[config.mk]
export PLATFORM = sky130hd
export DESIGN_NAME = pbx_pins
export DESIGN_NICKNAME = d
export VERILOG_FILES = /design/src/design/pbx_pkg.sv /design/src/design/pbx_pins.sv /design/src/design/pbx_phase.sv
export SDC_FILE = /design/constraint.sdc
export NUM_CORES = 1
export LEC_CHECK = 0
export BUFFER_PORTS_ARGS = -buffer_cell sky130_fd_sc_hd__buf_2
export CAP_MARGIN = 10
export CORE_MARGIN = 4
export CORE_UTILIZATION = 40
export CTS_CLUSTER_DIAMETER = 120
export DETAILED_ROUTE_END_ITERATION = 10
export PLACE_DENSITY = 0.66
export SLEW_MARGIN = 25
export SYNTH_ARGS = -nofsm -noshare
export SYNTH_HDL_FRONTEND = slang
export SYNTH_HIERARCHICAL = 1
export SYNTH_SLANG_ARGS = --single-unit
[constraint.sdc]
create_clock -name i_mclk -period 6 [get_ports i_mclk]
set_input_delay 1.2 -clock i_mclk [delete_from_list [all_inputs] [get_ports i_mclk]]
set_output_delay 1.2 -clock i_mclk [all_outputs]
set_load 0.03 [all_outputs]
[src/design/pbx_pkg.sv]
package pbx_pkg;

  // Port geometry and reset contents of every port latch
  localparam int         PORT_W      = 8;
  localparam logic [7:0] LATCH_RST   = 8'hFF;
  localparam logic [7:0] BYTE_ZERO   = 8'h00;
  localparam logic [7:0] BYTE_ONES   = 8'hFF;

  // Oscillator and machine-cycle timing
  localparam int         OSC_PERIOD_NS = 100;
  localparam int         OSC_PER_MC    = 12;
  localparam int         MC_NS         = OSC_PERIOD_NS * OSC_PER_MC;
  localparam int         RST_HOLD_MC   = 2;
  localparam int         RST_HOLD_NS   = RST_HOLD_MC * MC_NS;
  localparam logic [4:0] RST_HOLD_CLKS = 5'((RST_HOLD_NS + OSC_PERIOD_NS - 1) / OSC_PERIOD_NS);

  // Phases within one machine cycle (0 .. 11)
  localparam logic [3:0] PH_FIRST   = 4'h0;
  localparam logic [3:0] PH_LAST    = 4'hB;
  localparam logic [3:0] PH_ALE_A   = 4'h0;
  localparam logic [3:0] PH_ALE_B   = 4'h6;
  localparam logic [3:0] PH_ADDR_W  = 4'h3;
  localparam logic [3:0] PH_STR_LEN = 4'h3;
  localparam logic [3:0] PH_CODE_A  = 4'h5;
  localparam logic [3:0] PH_CODE_B  = 4'hB;
  localparam logic [3:0] PH_XSTR_LO = 4'h3;
  localparam logic [3:0] PH_XSTR_HI = 4'hA;
  localparam logic [3:0] PH_XRD_CAP = 4'hA;

  // Special register that holds the latch-pulse disable bit
  localparam logic [7:0] ALE_CTRL_ADDR = 8'h8E;
  localparam int         ALE_DIS_BIT   = 0;

  // Special-function port and general port bit positions
  localparam int SFP_RXD  = 0;
  localparam int SFP_TXD  = 1;
  localparam int SFP_IRQ0 = 2;
  localparam int SFP_IRQ1 = 3;
  localparam int SFP_CNT0 = 4;
  localparam int SFP_CNT1 = 5;
  localparam int SFP_WR   = 6;
  localparam int SFP_RD   = 7;
  localparam int GPA_CNT2 = 0;
  localparam int GPA_TRG2 = 1;

  // Port select bits of a latch write
  localparam int PSEL_AD  = 0;
  localparam int PSEL_GPA = 1;
  localparam int PSEL_HA  = 2;
  localparam int PSEL_SFP = 3;

  // Bus sequencer states
  typedef enum logic [2:0] {
    ST_RESET = 3'b001,
    ST_FETCH = 3'b010,
    ST_XDATA = 3'b100
  } pbx_state_t;

  // Core write into the port latches
  typedef struct packed {
    logic [3:0] we;
    logic [7:0] data;
  } pbx_port_wr_t;

  // External data move request from the core
  typedef struct packed {
    logic        valid;
    logic        write;
    logic        wide;
    logic [15:0] addr;
    logic [7:0]  wdata;
  } pbx_xreq_t;

  // Alternate-function inputs seen on the pins
  typedef struct packed {
    logic serial_rx;
    logic ext_irq_zero;
    logic ext_irq_one;
    logic counter_zero_input;
    logic counter_one_input;
    logic count_in_timer_two;
    logic timer_two_trigger_input;
  } pbx_alt_in_t;

  // Pin levels of all four ports as read back
  typedef struct packed {
    logic [7:0] special_function_port;
    logic [7:0] high_addr_port;
    logic [7:0] general_port_a;
    logic [7:0] addr_data_port;
  } pbx_pins_t;

endpackage

[src/design/pbx_pins.sv]
`timescale 1ns/1ns


module pbx_pins (
  // Clock, reset, enable
  input  wire logic               i_mclk,
  input  wire logic               i_arst_n,
  input  wire logic               i_ce,
  // Reset pin, fetch strap, lock and latch-pulse control
  input  wire logic               i_rst_pin,
  input  wire logic               i_external_fetch_select_n,
  input  wire logic               i_lock_bit1,
  input  wire logic               i_ale_disable,
  // Flash programming and verification
  input  wire logic               i_flash_flash_write_pulse,
  input  wire logic               i_flash_verify,
  input  wire logic [7:0]         i_verify_byte,
  output logic                    o_flash_write_pulse,
  output logic [7:0]              o_flash_byte,
  // Core side: latch writes, data moves, code fetches
  input  pbx_pkg::pbx_port_wr_t   i_port_wr,
  input  pbx_pkg::pbx_xreq_t      i_xreq,
  input  wire logic               i_code_table_read,
  input  wire logic [15:0]        i_fetch_addr,
  output logic                    o_dev_reset,
  output logic                    o_ext_exec,
  output logic                    o_xdone,
  output logic [7:0]              o_xrdata,
  output logic [7:0]              o_code_byte,
  output logic                    o_code_valid,
  output pbx_pkg::pbx_pins_t      o_pin_levels,
  // Alternate functions
  input  wire logic               i_serial_tx,
  input  wire logic               i_clkout_en,
  input  wire logic               i_clkout,
  output pbx_pkg::pbx_alt_in_t    o_alt_in,
  // Address/data port pins
  input  wire logic [7:0]         i_addr_data_port,
  output logic [7:0]              o_addr_data_port,
  output logic [7:0]              o_addr_data_port_oe,
  // General port pins
  input  wire logic [7:0]         i_general_port_a,
  output logic [7:0]              o_general_port_a,
  output logic [7:0]              o_general_port_a_oe,
  // High address port pins
  input  wire logic [7:0]         i_high_addr_port,
  output logic [7:0]              o_high_addr_port,
  output logic [7:0]              o_high_addr_port_oe,
  // Special function port pins
  input  wire logic [7:0]         i_special_function_port,
  output logic [7:0]              o_special_function_port,
  output logic [7:0]              o_special_function_port_oe,
  // Latch pulse pin and code read strobe
  input  wire logic               i_ale,
  output logic                    o_ale,
  output logic                    o_ale_oe,
  output logic                    o_code_read_strobe_n
);

  // Next code address for the second fetch of a cycle
  function automatic logic [15:0] next_addr(input logic [15:0] a);
    next_addr = a + 16'h0001;
  endfunction

  // Quasi-bidirectional drive: strong low only, ones left to the pullup
  function automatic logic [7:0] quasi_oe(input logic [7:0] v);
    quasi_oe = ~v;
  endfunction

  // Phase lies in [lo, lo+len)
  function automatic logic in_window(input logic [3:0] ph, input logic [3:0] lo,
                                     input logic [3:0] len);
    in_window = (ph >= lo) && (ph < lo + len);
  endfunction

  pbx_pkg::pbx_state_t st_q, st_d;
  logic [3:0]  phase;
  logic        mc_last;
  logic [4:0]  rst_cnt_q, rst_cnt_d;
  logic        dev_rst_q, dev_rst_d;
  logic        fetch_strap_q;
  logic        strap_catch;
  logic [7:0]  lat_ad_q, lat_gpa_q, lat_ha_q, lat_sfp_q;

  // Reset pin qualification: two full machine cycles of high level
  assign rst_cnt_d = !i_rst_pin ? 5'h00
                   : (rst_cnt_q == pbx_pkg::RST_HOLD_CLKS) ? rst_cnt_q
                   : rst_cnt_q + 5'h01;
  // Once in reset, stay there until the pin is seen low
  assign dev_rst_d = i_rst_pin && (dev_rst_q || rst_cnt_d == pbx_pkg::RST_HOLD_CLKS);
  assign strap_catch = dev_rst_q && !i_rst_pin;

  always_ff @(posedge i_mclk or negedge i_arst_n) begin
    if (!i_arst_n) begin
      rst_cnt_q <= 5'h00;
      dev_rst_q <= 1'b1;
    end else if (i_ce) begin
      rst_cnt_q <= rst_cnt_d;
      dev_rst_q <= dev_rst_d;
    end
  end

  // Fetch strap caught at reset release; only used when lock bit 1 is set
  always_ff @(posedge i_mclk or negedge i_arst_n) begin
    if (!i_arst_n) begin
      fetch_strap_q <= 1'b0;
    end else if (i_ce && strap_catch) begin
      fetch_strap_q <= !i_external_fetch_select_n;
    end
  end

  // Board strap low selects external code, latched copy wins when locked
  logic ext_exec;
  assign ext_exec = i_lock_bit1 ? fetch_strap_q : !i_external_fetch_select_n;

  // Machine-cycle phase generator, restarted while the device is in reset
  pbx_phase u_phase (
    .i_mclk   (i_mclk),
    .i_arst_n (i_arst_n),
    .i_ce     (i_ce),
    .i_sync   (dev_rst_q),
    .o_phase  (phase),
    .o_last   (mc_last)
  );

  // Bus sequencer: data moves start only on a machine-cycle boundary
  always_comb begin
    st_d = st_q;
    case (st_q)
      pbx_pkg::ST_RESET: begin
        if (!dev_rst_q) st_d = pbx_pkg::ST_FETCH;
      end
      pbx_pkg::ST_FETCH: begin
        if (mc_last && i_xreq.valid) st_d = pbx_pkg::ST_XDATA;
      end
      pbx_pkg::ST_XDATA: begin
        if (mc_last) st_d = pbx_pkg::ST_FETCH;
      end
      default: st_d = pbx_pkg::ST_RESET;
    endcase
    if (dev_rst_q) st_d = pbx_pkg::ST_RESET;
  end

  always_ff @(posedge i_mclk or negedge i_arst_n) begin
    if (!i_arst_n) begin
      st_q <= pbx_pkg::ST_RESET;
    end else if (i_ce) begin
      st_q <= st_d;
    end
  end

  // Port latches, all ones after reset so every pin floats or pulls high
  always_ff @(posedge i_mclk or negedge i_arst_n) begin
    if (!i_arst_n) begin
      lat_ad_q  <= pbx_pkg::LATCH_RST;
      lat_gpa_q <= pbx_pkg::LATCH_RST;
      lat_ha_q  <= pbx_pkg::LATCH_RST;
      lat_sfp_q <= pbx_pkg::LATCH_RST;
    end else if (i_ce) begin
      if (dev_rst_q) begin
        lat_ad_q  <= pbx_pkg::LATCH_RST;
        lat_gpa_q <= pbx_pkg::LATCH_RST;
        lat_ha_q  <= pbx_pkg::LATCH_RST;
        lat_sfp_q <= pbx_pkg::LATCH_RST;
      end else begin
        if (i_port_wr.we[pbx_pkg::PSEL_AD])  lat_ad_q  <= i_port_wr.data;
        if (i_port_wr.we[pbx_pkg::PSEL_GPA]) lat_gpa_q <= i_port_wr.data;
        if (i_port_wr.we[pbx_pkg::PSEL_HA])  lat_ha_q  <= i_port_wr.data;
        if (i_port_wr.we[pbx_pkg::PSEL_SFP]) lat_sfp_q <= i_port_wr.data;
      end
    end
  end

  // Cycle decode
  logic in_fetch, in_xdata, bus_on, second_half;
  logic addr_ph, ale_ph, code_read_strobe_ph, xstr_ph, code_cap, xrd_cap;
  logic [15:0] cur_addr;
  assign in_fetch    = (st_q == pbx_pkg::ST_FETCH);
  assign in_xdata    = (st_q == pbx_pkg::ST_XDATA);
  assign bus_on      = in_xdata || (in_fetch && ext_exec);
  assign second_half = (phase >= pbx_pkg::PH_ALE_B);
  assign addr_ph     = in_window(phase, pbx_pkg::PH_ALE_A, pbx_pkg::PH_ADDR_W)
                    || (in_fetch && in_window(phase, pbx_pkg::PH_ALE_B, pbx_pkg::PH_ADDR_W));
  assign ale_ph      = (phase == pbx_pkg::PH_ALE_A) || (phase == pbx_pkg::PH_ALE_A + 4'h1)
                    || (phase == pbx_pkg::PH_ALE_B) || (phase == pbx_pkg::PH_ALE_B + 4'h1);
  assign code_read_strobe_ph     = in_window(phase, pbx_pkg::PH_CODE_A - 4'h2, pbx_pkg::PH_STR_LEN)
                    || in_window(phase, pbx_pkg::PH_CODE_B - 4'h2, pbx_pkg::PH_STR_LEN);
  assign xstr_ph     = (phase >= pbx_pkg::PH_XSTR_LO) && (phase <= pbx_pkg::PH_XSTR_HI);
  assign code_cap    = in_fetch && ext_exec
                    && (phase == pbx_pkg::PH_CODE_A || phase == pbx_pkg::PH_CODE_B);
  assign xrd_cap     = in_xdata && !i_xreq.write && (phase == pbx_pkg::PH_XRD_CAP);
  assign cur_addr    = in_xdata ? i_xreq.addr
                     : (second_half ? next_addr(i_fetch_addr) : i_fetch_addr);

  // Address/data port drive
  logic [7:0] ad_d, ad_oe_d;
  assign ad_d = i_flash_verify ? i_verify_byte
              : i_flash_flash_write_pulse ? pbx_pkg::BYTE_ONES
              : (bus_on && addr_ph) ? cur_addr[7:0]
              : (in_xdata && i_xreq.write && !addr_ph) ? i_xreq.wdata
              : bus_on ? pbx_pkg::BYTE_ONES
              : lat_ad_q;
  // Verification leans on outside pullups, so it drives lows only
  assign ad_oe_d = i_flash_verify ? ~i_verify_byte
                 : i_flash_flash_write_pulse ? pbx_pkg::BYTE_ZERO
                 : (bus_on && addr_ph) ? pbx_pkg::BYTE_ONES
                 : (in_xdata && i_xreq.write && !addr_ph) ? pbx_pkg::BYTE_ONES
                 : bus_on ? pbx_pkg::BYTE_ZERO
                 : ~lat_ad_q;

  // High address port: address on external fetches and wide moves, latch otherwise
  logic       ha_addr;
  logic [7:0] ha_d, ha_oe_d;
  // Covers the whole external fetch cycle around each code strobe, so a strobe never meets a quasi high byte
  assign ha_addr = (in_fetch && ext_exec) || (in_xdata && i_xreq.wide);
  assign ha_d    = ha_addr ? cur_addr[15:8] : lat_ha_q;
  assign ha_oe_d = ha_addr ? pbx_pkg::BYTE_ONES : quasi_oe(lat_ha_q);

  // General port: bit 0 may carry the timer-two clock out
  logic [7:0] gpa_d;
  assign gpa_d = {lat_gpa_q[7:1],
                  lat_gpa_q[pbx_pkg::GPA_CNT2] & (!i_clkout_en || i_clkout)};

  // Special function port: transmit and data strobes AND into the latch
  logic       xwr_n, xrd_n;
  logic [7:0] sfp_d;
  assign xwr_n = !(in_xdata && i_xreq.write && xstr_ph);
  assign xrd_n = !(in_xdata && !i_xreq.write && xstr_ph);
  always_comb begin
    sfp_d = lat_sfp_q;
    sfp_d[pbx_pkg::SFP_TXD] = lat_sfp_q[pbx_pkg::SFP_TXD] & i_serial_tx;
    sfp_d[pbx_pkg::SFP_WR]  = lat_sfp_q[pbx_pkg::SFP_WR] & xwr_n;
    sfp_d[pbx_pkg::SFP_RD]  = lat_sfp_q[pbx_pkg::SFP_RD] & xrd_n;
  end

  // Latch pulse: free running unless disabled, one pulse lost per data move
  logic ale_en, ale_d, ale_oe_d, code_read_strobe_n_d;
  assign ale_en = ext_exec || !i_ale_disable || in_xdata || i_code_table_read;
  assign ale_d  = !ale_en ? 1'b1
                : (ale_ph && !(in_xdata && second_half) && !dev_rst_q);
  // The weak pullup holds the pin high when the pulse is off
  assign ale_oe_d = !i_flash_flash_write_pulse && ale_en;

  // Code read strobe twice a cycle, both skipped in a data move
  assign code_read_strobe_n_d = !(in_fetch && ext_exec && code_read_strobe_ph);

  // Pin-facing outputs, all registered
  always_ff @(posedge i_mclk or negedge i_arst_n) begin
    if (!i_arst_n) begin
      o_addr_data_port           <= pbx_pkg::LATCH_RST;
      o_addr_data_port_oe        <= pbx_pkg::BYTE_ZERO;
      o_general_port_a           <= pbx_pkg::LATCH_RST;
      o_general_port_a_oe        <= pbx_pkg::BYTE_ZERO;
      o_high_addr_port           <= pbx_pkg::LATCH_RST;
      o_high_addr_port_oe        <= pbx_pkg::BYTE_ZERO;
      o_special_function_port    <= pbx_pkg::LATCH_RST;
      o_special_function_port_oe <= pbx_pkg::BYTE_ZERO;
      o_ale                      <= 1'b1;
      o_ale_oe                   <= 1'b0;
      o_code_read_strobe_n       <= 1'b1;
    end else if (i_ce) begin
      o_addr_data_port           <= ad_d;
      o_addr_data_port_oe        <= ad_oe_d;
      o_general_port_a           <= gpa_d;
      o_general_port_a_oe        <= quasi_oe(gpa_d);
      o_high_addr_port           <= ha_d;
      o_high_addr_port_oe        <= ha_oe_d;
      o_special_function_port    <= sfp_d;
      o_special_function_port_oe <= quasi_oe(sfp_d);
      o_ale                      <= ale_d;
      o_ale_oe                   <= ale_oe_d;
      o_code_read_strobe_n       <= code_read_strobe_n_d;
    end
  end

  // Core-facing results and pin readback
  always_ff @(posedge i_mclk or negedge i_arst_n) begin
    if (!i_arst_n) begin
      o_dev_reset         <= 1'b1;
      o_ext_exec          <= 1'b0;
      o_xdone             <= 1'b0;
      o_xrdata            <= pbx_pkg::BYTE_ZERO;
      o_code_byte         <= pbx_pkg::BYTE_ZERO;
      o_code_valid        <= 1'b0;
      o_pin_levels        <= '1;
      o_alt_in            <= '1;
      o_flash_write_pulse <= 1'b1;
      o_flash_byte        <= pbx_pkg::BYTE_ZERO;
    end else if (i_ce) begin
      o_dev_reset  <= dev_rst_q;
      o_ext_exec   <= ext_exec;
      o_xdone      <= in_xdata && mc_last;
      o_code_valid <= code_cap;
      if (xrd_cap) o_xrdata <= i_addr_data_port;
      if (code_cap) o_code_byte <= i_addr_data_port;
      o_pin_levels <= {i_special_function_port, i_high_addr_port,
                       i_general_port_a, i_addr_data_port};
      o_alt_in <= {i_special_function_port[pbx_pkg::SFP_RXD],
                   i_special_function_port[pbx_pkg::SFP_IRQ0],
                   i_special_function_port[pbx_pkg::SFP_IRQ1],
                   i_special_function_port[pbx_pkg::SFP_CNT0],
                   i_special_function_port[pbx_pkg::SFP_CNT1],
                   i_general_port_a[pbx_pkg::GPA_CNT2],
                   i_general_port_a[pbx_pkg::GPA_TRG2]};
      // Program pulse is only taken while programming; idle high otherwise
      o_flash_write_pulse <= i_flash_flash_write_pulse ? i_ale : 1'b1;
      if (i_flash_flash_write_pulse) o_flash_byte <= i_addr_data_port;
    end
  end

endmodule

[src/design/pbx_phase.sv]
`timescale 1ns/1ns

module pbx_phase (
  // Clock, reset, enable
  input  wire logic       i_mclk,
  input  wire logic       i_arst_n,
  input  wire logic       i_ce,
  // Restart the cycle
  input  wire logic       i_sync,
  // Phase state
  output logic [3:0]      o_phase,
  output logic            o_last
);

  logic [3:0] phase_q;
  logic [3:0] phase_d;

  // Twelve oscillator periods make one machine cycle
  assign phase_d = (i_sync || phase_q == pbx_pkg::PH_LAST) ? pbx_pkg::PH_FIRST
                                                          : phase_q + 4'h1;
  assign o_phase = phase_q;
  assign o_last  = (phase_q == pbx_pkg::PH_LAST);

  // Phase counter, frozen while the enable is low
  always_ff @(posedge i_mclk or negedge i_arst_n) begin
    if (!i_arst_n) begin
      phase_q <= pbx_pkg::PH_FIRST;
    end else if (i_ce) begin
      phase_q <= phase_d;
    end
  end

endmodule

==> run metrics, run 1 <==
post-CTS setup buffer count=0; number of library cell types mapped by synthesis=68; Layout Area Growth over Synthesis=24.9%; RSZ-0062 raised after global routing=no; Setup-failing EPs final=0; Critical Path RT=~6400 ps; first-pass iteration count of the detailed router=5; maximum fanout count along the critical path=between 50 and 60; depth of the CTS H-tree=4; number of standard cells after synthesis=approximately 700; final clock period utilization by the worst path=49.0%; status=finished clean; CP Capture Type=register; reported leakage power=4.47 nW; post-layout minimum cycle time=2940 ps; utilization after layout=51.0%; worst supply voltage drop on vdd=about 0.26 mV; TritonCTS clock tree=done; y dimension of the die=roughly 150 µm; remaining max-slew budget at the tightest pin=between 30% and 40%; total grt overflow=0; Die Footprint=0.0223 mm²; first-pass GRT wire length=34600 µm; syn_nets=815; source-to-sink clock delay at the later pin of the worst-skew pair=roughly 430 ps; portion of synthesized cell area occupied by the leading cell type=33.5%; standard cell with the maximum stage delay on the critical path=sky130_fd_sc_hd__inv_2; uppermost layer routed=met4; net count reported at finish=1038; reg-to-reg critical path startpoint=st_q[0]; final setup TNS=0 ps; detailed route wirelength on metal3=2020 µm; count of final hold-check violations=0; Antenna Diode Count=0; flop and latch count out of synthesis=174; setup slack on the worst flop-to-flop path=3560 ps; RePlAce Congestion=slightly below 0.9; Max Freq=340 MHz; Crit path arrival time=3300 ps; cell area after synthesis=0.00800 mm²; cell depth of the worst flop-to-flop path=6; maximum number of pins on one net before global-route repair=84; Final Skew=around 13 ps; vias in the first global route=6295; total power=3.73 mW; CTS Buf Count=17; Gates resized, CTS repair=0; count of port buffers added during placement=243; number of flops mapped to enable cells by yosys=0; fill cell total of the finished layout=between 1.5k and 2k; number of placement rows=51; routed vias=between 6k and 7k; drt wl/cell=18.5 µm; post-synthesis area per instance=11.4 µm²; Tightest Pin Transition=987 ps; end of the worst register-to-register path=o_addr_data_port[7]; root buf cell=sky130_fd_sc_hd__clkbuf_16; hold path startpoint=o_special_function_port_oe[1]; instance count after placement with tap cells included=1171; initial standard-cell utilization of the core=40.8%; clock-pin slew on the worst setup and hold paths=70 ps; biggest area consumer among synthesized cells=sky130_fd_sc_hd__dfstp_2; async set-reset flop share out of synthesis=100%; count of warnings emitted by yosys=6; count of non-filler cells in the finished layout=1203; worst path cell trace=buf_4 > inv_2 > a21oi_1 > a31oi_1 > a21boi_0 > or3_1; number of top-level design ports=244; Post-route DRC=0; most common cell after layout, fill and taps aside=sky130_fd_sc_hd__buf_2; core footprint=0.0196 mm²; largest stage delay on the critical path=760 ps; top area cells in the synthesized netlist=sky130_fd_sc_hd__dfstp_2, sky130_fd_sc_hd__dfrtp_1, sky130_fd_sc_hd__mux2_2; hold crit path type=register to register; proportion of synthesized chip area in sequential cells=a little under three fifths; Max Root-Sink Buffers=2; count of nets left with antenna violations after detail routing=0; worst setup path class=input pin to register; vias per std cell=roughly 5.3; Final HPWL DP=around 16000 µm; number of max-cap violations=0; most used cells in the layout excluding fill and tap cells=sky130_fd_sc_hd__buf_2, sky130_fd_sc_hd__dfstp_2, sky130_fd_sc_hd__dfrtp_1, sky130_fd_sc_hd__nor2_1, sky130_fd_sc_hd__mux2_2; most common flop cell mapped by yosys=sky130_fd_sc_hd__dfstp_2; fraction of final layout cells sized beyond drive strength 1=roughly half; sort of element at the start of the critical path=input pin; final wirelength=22300 µm; WHS Path Cells=1; GRT Overall Usage=19.9%; end point of the worst hold path=o_special_function_port_oe[1]; TritonCTS sink count=174; met1 routed wirelength after detailed routing=9740 µm; Hold-fix buffers, CTS=0; floorplan die width=approximately 150 µm; power density relative to cell area=373 mW/mm²; routed length on met2=around 10000 µm; max-slew violation total from the final report=0; number of violations reported at the end of detailed-routing iteration 0=399; initial antenna violation count=0
==> registers in the layout, indices dropped and copies added, names as in the netlist, 4 cells and up <==
| register | count |
|---|---|
| lat_sfp_q | 8 |
| lat_ha_q | 8 |
| o_special_function_port_oe | 8 |
| o_high_addr_port_oe | 8 |
| lat_gpa_q | 8 |
| o_addr_data_port_oe | 8 |
| o_code_byte | 8 |
| o_high_addr_port | 8 |
| o_addr_data_port | 8 |
| o_general_port_a | 8 |
| o_general_port_a_oe | 8 |
| o_xrdata | 8 |
| o_special_function_port | 8 |
| u_phase/o_phase | 4 |
| o_pin_levels | 32 |
| rst_cnt_q | 5 |
| lat_ad_q | 8 |
| o_flash_byte | 8 |
==> metal layers <==
metal	vias up	track usage (%)
met2	237	31.2
met1	3155	26.2
li1	2986	-
met4	0	5.03
met5	-	0
met3	15	7.45
==> worst max-delay path by stage <==
stage               slack, ps  from                            end
floorplan                3480  i_ce  o_special_function_port_oe[7]
global placement         2680  i_ce            o_addr_data_port[4]
global route             2900  i_ce            o_addr_data_port[4]
finish                   3060  i_ce            o_addr_data_port[4]
CTS                      3070  i_ce            o_addr_data_port[5]
detailed placement       2610  i_ce            o_addr_data_port[5]
==> layout make-up <==
cell class	count	area [µm²]	share of cell area (%)
Tap cell	265	332	3.32
Clock inverter	12	159	1.59
Sequential cell	174	4480	44.8
Multi-Input combinational cell	463	3230	32.3
Clock buffer	20	457	4.57
Inverter	21	78.8	0.788
Timing Repair Buffer	248	1260	12.6
==> cell families (layout without fill, tap and decap cells) <==
kind of cell	after synthesis	in the layout	share of synthesized area, %
mux	71	71	9.96
fa+ha+maj	4	4	0.626
compound gates	167	167	15.5
simple gates	204	204	12.3
xor+xnor	17	17	1.86
flops	174	174	56.0
buf+inv	65	301	3.71
==> worst max-delay path, delay by kind of cell <==
family | cells | cell delay, ps
buffers and inverters | 2 | 1000
and+or+nand+nor | 1 | 380
AOI/OAI and AO/OA | 3 | 670
==> where the power goes <==
group / internal, mW / switching (mW) / leakage, nW
Combinational: 0.337 / 0.636 / 2.19
Clock: 0.682 / 0.475 / 0.297
Sequential: 1.44 / 0.163 / 1.98
==> cells in the mapped netlist (all sizes together) (3+ instances only) <==
| cell type | number |
|---|---|
| a211o | 6 |
| a211oi | 3 |
| a21o | 5 |
| a21oi | 37 |
| a221oi | 3 |
| a31oi | 10 |
| a32o | 4 |
| a32oi | 5 |
| buf | 21 |
| clkbuf | 23 |
| dfrtp | 72 |
| dfstp | 102 |
| ha | 4 |
| inv | 21 |
| mux2 | 69 |
| nand2 | 51 |
| nand2b | 10 |
| nand3 | 26 |
| nand3b | 3 |
| nand4 | 6 |
| nand4b | 4 |
| nor2 | 71 |
| nor2b | 4 |
| nor3 | 7 |
| nor4 | 5 |
| o2111ai | 4 |
| o211ai | 4 |
| o21a | 7 |
| o21ai | 33 |
| o22a | 4 |
| o2bb2ai | 3 |
| o32a | 24 |
| or3 | 3 |
| or3b | 3 |
| xnor2 | 11 |
| xor2 | 6 |
==> stage by stage <==
step / setup slack (ps) / hold WS (ps) / area (µm²)
6_report: 3060 / 473 / 10000
5_1_grt: 2900 / 494 / 10000
4_1_cts: 3070 / 478 / 9990
3_5_place_dp: 2610 / 463 / 9380
3_3_place_gp: 2680 / 455 / 9380
2_1_floorplan: 3480 / 461 / 8000
Note: power is estimated with default switching activity, not from simulation.
==> inputs of run 2 (changes only) <==
--- a/config.mk
+++ b/config.mk
@@ -11,7 +11,7 @@
 export CORE_UTILIZATION = 40
 export CTS_CLUSTER_DIAMETER = 120
 export DETAILED_ROUTE_END_ITERATION = 10
-export PLACE_DENSITY = 0.66
+export PLACE_DENSITY = 0.68
 export SLEW_MARGIN = 25
 export SYNTH_ARGS = -nofsm -noshare
 export SYNTH_HDL_FRONTEND = slang
==> constraint.sdc (replaced) <==
create_clock -name i_mclk -period 2.65 [get_ports i_mclk]
set_input_delay 0.53 -clock i_mclk [delete_from_list [all_inputs] [get_ports i_mclk]]
set_output_delay 0.53 -clock i_mclk [all_outputs]
set_load 0.03 [all_outputs]
==> run 2 against run 1 <==
Die area unchanged. Via count up 0.33%. Utilization up 0.66 points. Cell count up 0.75%. Count of clock-buffer cells in the layout down 1. Combinational power up 130%. Critical path depth down 2.
==> run metrics, run 2 (synthesized netlist as in run 1, its figures left out) <==
maximum fanout count along the critical path=17 (-71%); root buf cell=sky130_fd_sc_hd__clkbuf_16; most common cell after layout, fill and taps aside=sky130_fd_sc_hd__buf_2; final setup TNS=0 ps (unchanged); post-CTS setup buffer count=0 (unchanged); final wirelength=22900 µm (+2.7%); max FFs per register=32 (unchanged); Max Root-Sink Buffers=2 (unchanged); y dimension of the die=149 µm (unchanged); internal power=5.60 mW (+130%); switching share of power=34.4% (+0.19 points); fraction of final layout cells sized beyond drive strength 1=50.2% (+0.48 points); Hold-fix buffers, CTS=0 (unchanged); initial antenna violation count=2 (+2); Final HPWL DP=16400 µm (+1.5%); source-to-sink clock delay at the later pin of the worst-skew pair=430 ps (about the same); Setup-failing EPs final=0 (unchanged); Layout Area Growth over Synthesis=26.6%; portion of total power attributed to the clock network=31.5% (+0.5 points); total grt overflow=0 (unchanged); count of final hold-check violations=0 (unchanged); worst setup path class=register to register; Post-route DRC=0 (unchanged); net count reported at finish=1047 (+0.87%); worst supply voltage drop on vdd=0.577 mV (+120%); status=finished clean; final clock period utilization by the worst path=88.9%; clock-pin slew on the worst setup and hold paths=70 ps (about the same); post-layout minimum cycle time=2360 ps; TritonCTS clock tree=done; maximum number of pins on one net before global-route repair=100 (+19%); Comb power frac=26.2% (about the same); CP Capture Type=register; Die Footprint=0.0223 mm² (unchanged); GRT Overall Usage=20.5% (+0.58 points); RePlAce Congestion=0.908 (+3.8%); switching power=2.93 mW (+130%); first-pass iteration count of the detailed router=7 (+2); Gates resized, CTS repair=0 (unchanged); first-pass GRT wire length=35500 µm (+2.4%); Tightest Pin Transition=639 ps (-348 ps); remaining max-slew budget at the tightest pin=57.4% (+23 points); floorplan die width=149 µm (unchanged); Crit path arrival time=2670 ps (-630 ps); drt wl/cell=18.9 µm (+1.9%); core footprint=0.0196 mm² (unchanged); max-slew violation total from the final report=0 (unchanged); part of the total power dissipated in sequential elements=42.3% (-0.6 points); reported leakage power=4.54 nW (+1.6%); post-place setup slack=313 ps (-2300 ps); number of placement rows=51 (unchanged); Final Skew=9.85 ps (-2.77 ps); number of violations reported at the end of detailed-routing iteration 0=348 (-13%); cell depth of the worst flop-to-flop path=4 (-2); hold crit path type=input pin to async pin; vias in the first global route=6392 (+1.5%); count of nets left with antenna violations after detail routing=0 (unchanged); routed vias=6414 (+0.33%); power density relative to cell area=842 mW/mm² (+130%); depth of the CTS H-tree=4 (unchanged); Max Freq=424 MHz; most used cells in the layout excluding fill and tap cells=sky130_fd_sc_hd__buf_2, sky130_fd_sc_hd__dfstp_2, sky130_fd_sc_hd__dfrtp_1, sky130_fd_sc_hd__nor2_1, sky130_fd_sc_hd__mux2_2; total power=8.53 mW (+130%); vias per std cell=5.29 (-0.42%); Antenna Diode Count=0 (unchanged); RSZ-0062 raised after global routing=no; Critical Path RT=2960 ps (-3400 ps); number of max-cap violations=0 (unchanged); sort of element at the start of the critical path=register; CTS Buf Count=17 (unchanged); number of top-level design ports=244 (unchanged); register containing the most flip-flops in the final layout=o_pin_levels; final worst-path setup slack=293 ps (-2770 ps); TritonCTS sink count=174 (unchanged); initial standard-cell utilization of the core=40.8% (unchanged); count of port buffers added during placement=243 (unchanged)
[run 2: cell types whose count changed in the layout (fill, tap and decap cells not counted), moves of 2 or more]
cell / delta
sky130_fd_sc_hd__buf_4: +5
sky130_fd_sc_hd__inv_8: +2
sky130_fd_sc_hd__clkinv_4: +2
sky130_fd_sc_hd__buf_12: +4
[run 2: metal layers]
| layer | vias to the layer above | global-route usage, % | wire length, µm |
|---|---|---|---|
| li1 | 3012 | - | - |
| met1 | 3134 | 27.3 | 9800 |
| met2 | 248 | 32.2 | 10700 |
| met3 | 16 | 7.42 | 2220 |
| met4 | 4 | 4.76 | 197 |
| met5 | - | 0 | 34 |
[run 2: through the flow]
step | hold slack [ps] | cell area [µm²] | util [%] | cells
global placement | 458 | 9500 | 48.5 | 1180
CTS | 30.7 | 10100 | 51.7 | 1212
finish | 32.0 | 10100 | 51.7 | 1212
floorplan | 234 | 8000 | - | 702
global route | 46.4 | 10100 | 51.7 | 1212
detailed placement | 465 | 9500 | 48.5 | 1180
[run 2: worst paths after layout]
check | slack, ps | to | start
max | 290 | o_xrdata[6] | st_q[2]
min | 30 | o_ale_oe | i_arst_n
max reg2reg | 290 | o_xrdata[6] | st_q[2]
min reg2reg | 470 | o_special_function_port[7] | o_special_function_port[7]
max in group asynchronous | 1850 | o_addr_data_port[2] | i_arst_n
min in group i_mclk | 300 | lat_ha_q[4] | i_port_wr[10]
[run 2: layout make-up]
type	count	area, µm²
tap	265	332
clock buffer	19	453
clock inverter	13	178
multi-input combinational	463	3220
inverter	21	78.8
sequential	174	4480
timing repair buffer	257	1380
fill	1777	9460
[run 2: worst max-delay path: stages (launching register included)]
cell and delay (ps):
sky130_fd_sc_hd__dfrtp_1 520, sky130_fd_sc_hd__or3b_2 670, sky130_fd_sc_hd__nor2_1 160, sky130_fd_sc_hd__nand4b_1 440, sky130_fd_sc_hd__mux2_2 450
[run 2: power groups by stage]
stage,Sequential (mW),Combinational (mW),Clock (mW)
after floorplan,4.16,0.951,0
after global placement,3.62,2.22,0
after detailed placement,3.64,2.24,0
after CTS,3.61,2.25,2.73
after global routing,3.67,2.42,2.86
final,3.61,2.24,2.69
==> inputs of run 3 (changes only) <==
--- a/config.mk
+++ b/config.mk
@@ -5,6 +5,7 @@
 export SDC_FILE = /design/constraint.sdc
 export NUM_CORES = 1
 export LEC_CHECK = 0
+export ABC_AREA = 1
 export BUFFER_PORTS_ARGS = -buffer_cell sky130_fd_sc_hd__buf_2
 export CAP_MARGIN = 10
 export CORE_MARGIN = 4
==> run 3 against run 2 <==
Die area is 3.4% higher. Hold slack better by 7.5 ps. Power rose by 2.2%. Combinational power up 17%. Area after synthesis up 3.6%. Critical path type unchanged. Largest power group unchanged. Highest routed layer is now met4.
==> run metrics, run 3 <==
status=finished clean; routed vias=7298 (+14%); global routing met2 resource utilization=32.1% (-0.12 points); Layout Area Growth over Synthesis=24.5%; XOR/XNOR share of the synthesized area=0.951% (-0.91 points); most used routing layer in global routing=met2; multiplexer share of the synthesized area=0% (-10 points); Setup-failing EPs final=0 (unchanged); post-synthesis area per instance=8.27 µm² (-27%); net count reported at finish=1342 (+28%); core footprint=0.0203 mm² (+3.6%); area fraction in compound gates after synthesis=10.3% (-5.3 points); count of non-filler cells in the finished layout=1514 (+25%); number of library cell types mapped by synthesis=43 (-37%); worst setup path class=register to register; Critical Path RT=2960 ps (about the same); flop and latch count out of synthesis=174 (unchanged); number of standard cells after synthesis=1002 (+43%); first-pass GRT wire length=37300 µm (+5.1%); RSZ-0062 raised after global routing=no; worst supply voltage drop on vdd=0.793 mV (+37%); Final Skew=7.24 ps (-2.61 ps); clock-pin slew on the worst setup and hold paths=70 ps (about the same); Hold-fix buffers, CTS=0 (unchanged); top cells by count, synth=sky130_fd_sc_hd__nand2_1, sky130_fd_sc_hd__nor2_1, sky130_fd_sc_hd__dfstp_2; Max Root-Sink Buffers=2 (unchanged); final clock period utilization by the worst path=77.0% (-12 points); depth of the CTS H-tree=4 (unchanged); drt wl/cell=15.1 µm (-20%); initial standard-cell utilization of the core=40.8% (about the same); initial antenna violation count=2 (unchanged); vias in the first global route=7115 (+11%); count of final hold-check violations=0 (unchanged); Die Footprint=0.0231 mm² (+3.4%); syn_nets=1115 (+37%); CTS Buf Count=17 (unchanged); most common flop cell mapped by yosys=sky130_fd_sc_hd__dfstp_2; instance count after placement with tap cells included=1480 (+25%); post-CTS setup buffer count=0 (unchanged); final design instance area without fill=0.0103 mm² (+1.9%); final setup TNS=0 ps (unchanged); GRT Overall Usage=19.6% (-0.86 points); portion of synthesized cell area occupied by the leading cell type=32.3% (-1.2 points); post-layout minimum cycle time=2040 ps (-315 ps); max-slew violation total from the final report=0 (unchanged); total power=8.71 mW (+2.2%); most frequent cell after synthesis=sky130_fd_sc_hd__nand2_1; Crit path arrival time=2350 ps (-320 ps); proportion of synthesized chip area in sequential cells=54.1% (-1.9 points); RePlAce Congestion=0.899 (-1.0%); source-to-sink clock delay at the later pin of the worst-skew pair=420 ps (about the same); met3 Usage GRT=4.69% (-2.7 points); vias per std cell=4.82 (-8.9%); floorplan die width=152 µm (+1.7%); reported leakage power=5.33 nW (+17%); first element of the critical path=u_phase/o_phase[1]; Gates resized, CTS repair=0 (unchanged); CP Capture Type=register; power density relative to cell area=845 mW/mm² (+0.32%); max FFs per register=32 (unchanged); largest family of logic cells by synthesized area=simple AND/OR/NAND/NOR gates; number of flops mapped to enable cells by yosys=0 (unchanged); top area cells in the synthesized netlist=sky130_fd_sc_hd__dfstp_2, sky130_fd_sc_hd__dfrtp_1, sky130_fd_sc_hd__nand2_1; routing usage on met1=26.3% (-0.95 points); number of violations reported at the end of detailed-routing iteration 0=461 (+32%); biggest area consumer among synthesized cells=sky130_fd_sc_hd__dfstp_2; maximum fanout count along the critical path=11 (-6); async set-reset flop share out of synthesis=100% (unchanged); total grt overflow=0 (unchanged); utilization after layout=50.8% (-0.88 points); Tightest Pin Transition=526 ps (-113 ps); simple-gate share of the synthesized area=27.8% (+15 points); Max Freq=490 MHz (+15%); TritonCTS clock tree=done; hold crit path type=input pin to async pin; first-pass iteration count of the detailed router=5 (-2); number of max-cap violations=0 (unchanged); Final HPWL DP=17000 µm (+3.4%); Post-Synth Adder-Cell Area=0.604% (-0.022 points); count of nets left with antenna violations after detail routing=0 (unchanged); number of placement rows=52 (+2.0%); most common cell after layout, fill and taps aside=sky130_fd_sc_hd__nand2_1; final wirelength=22900 µm (about the same); number of top-level design ports=244 (unchanged); register containing the most flip-flops in the final layout=o_pin_levels; reg-to-reg critical path startpoint=u_phase/o_phase[1]; count of warnings emitted by yosys=6 (unchanged); Post-route DRC=0 (unchanged); count of port buffers added during placement=243 (unchanged); placed inst area=0.00973 mm² (+2.4%); maximum number of pins on one net before global-route repair=79 (-21%); sort of element at the start of the critical path=register; fraction of final layout cells sized beyond drive strength 1=35.3% (-15 points); cell area after synthesis=0.00829 mm² (+3.6%); most used cells in the layout excluding fill and tap cells=sky130_fd_sc_hd__nand2_1, sky130_fd_sc_hd__buf_2, sky130_fd_sc_hd__nor2_1, sky130_fd_sc_hd__dfstp_2, sky130_fd_sc_hd__dfrtp_1; root buf cell=sky130_fd_sc_hd__clkbuf_16; y dimension of the die=152 µm (+1.7%); TritonCTS sink count=174 (unchanged); remaining max-slew budget at the tightest pin=64.8% (+7.4 points)
run 3: cell types whose count changed after synthesis, moves of 12 or more:
| cell | change |
|---|---|
| sky130_fd_sc_hd__o32a_1 | -24 |
| sky130_fd_sc_hd__nand2_1 | +303 |
| sky130_fd_sc_hd__inv_1 | +51 |
| sky130_fd_sc_hd__o21ai_2 | +12 |
| sky130_fd_sc_hd__o21ai_0 | +38 |
| sky130_fd_sc_hd__mux2_2 | -69 |
| sky130_fd_sc_hd__nor2_1 | +47 |
run 3: worst paths after layout:
check                                          to  slack [ps]  cells past startpoint
setup / recovery                          st_q[1]         610                      7
max in group asynchronous             lat_ha_q[6]        1860                      2
setup reg to reg                          st_q[1]         610                      7
hold reg to reg               o_general_port_a[6]         460                      2
min in group i_mclk              o_pin_levels[14]         310                      3
hold / removal             o_addr_data_port_oe[5]          40                      1
run 3: cell families after synthesis:
family                     Yosys count
adders and majority gates            4
and+or+nand+nor                    547
xor gates and xnor gates             9
DFF                                174
buffers and inverters              122
AOI/OAI and AO/OA                  146
run 3: layout make-up:
class / count / area [µm²]
Clock inverter: 12 / 148
Inverter: 79 / 302
Multi-Input combinational cell: 706 / 3280
Clock buffer: 20 / 437
Sequential cell: 174 / 4480
Fill cell: 1967 / 9980
Timing Repair Buffer: 251 / 1320
Antenna cell: 2 / 5.00
Tap cell: 270 / 338
run 3: power breakdown:
part / switching [mW] / leakage [nW] / internal [mW]
Combinational: 1.83 / 3.07 / 0.792
Clock: 1.04 / 0.284 / 1.48
Sequential: 0.337 / 1.98 / 3.23
Total: 3.21 / 5.33 / 5.51
run 3: metrics by stage:
stage          worst slack, ps  hold slack [ps]
6_report                   609             39.5
5_1_grt                    443             51.5
4_1_cts                    627             38.7
3_5_place_dp               624              452
3_3_place_gp               650              449
2_1_floorplan             1010              234
run 3: per-layer routing:
metal	wire (µm)	vias up	part of all wire, %
li1	-	3592	-
met1	10200	3450	44
met2	11100	229	48
met3	1310	27	5.7
met4	354	0	1.5
met5	0	-	0
run 3: worst max-delay path, stage by stage, from the launching register on:
cell,delay (ps)
sky130_fd_sc_hd__dfrtp_1,630
sky130_fd_sc_hd__ha_1,260
sky130_fd_sc_hd__nand3_1,130
sky130_fd_sc_hd__inv_1,140
sky130_fd_sc_hd__nand2_1,80
sky130_fd_sc_hd__a211oi_2,350
sky130_fd_sc_hd__o21ai_0,190
sky130_fd_sc_hd__o21a_1,140
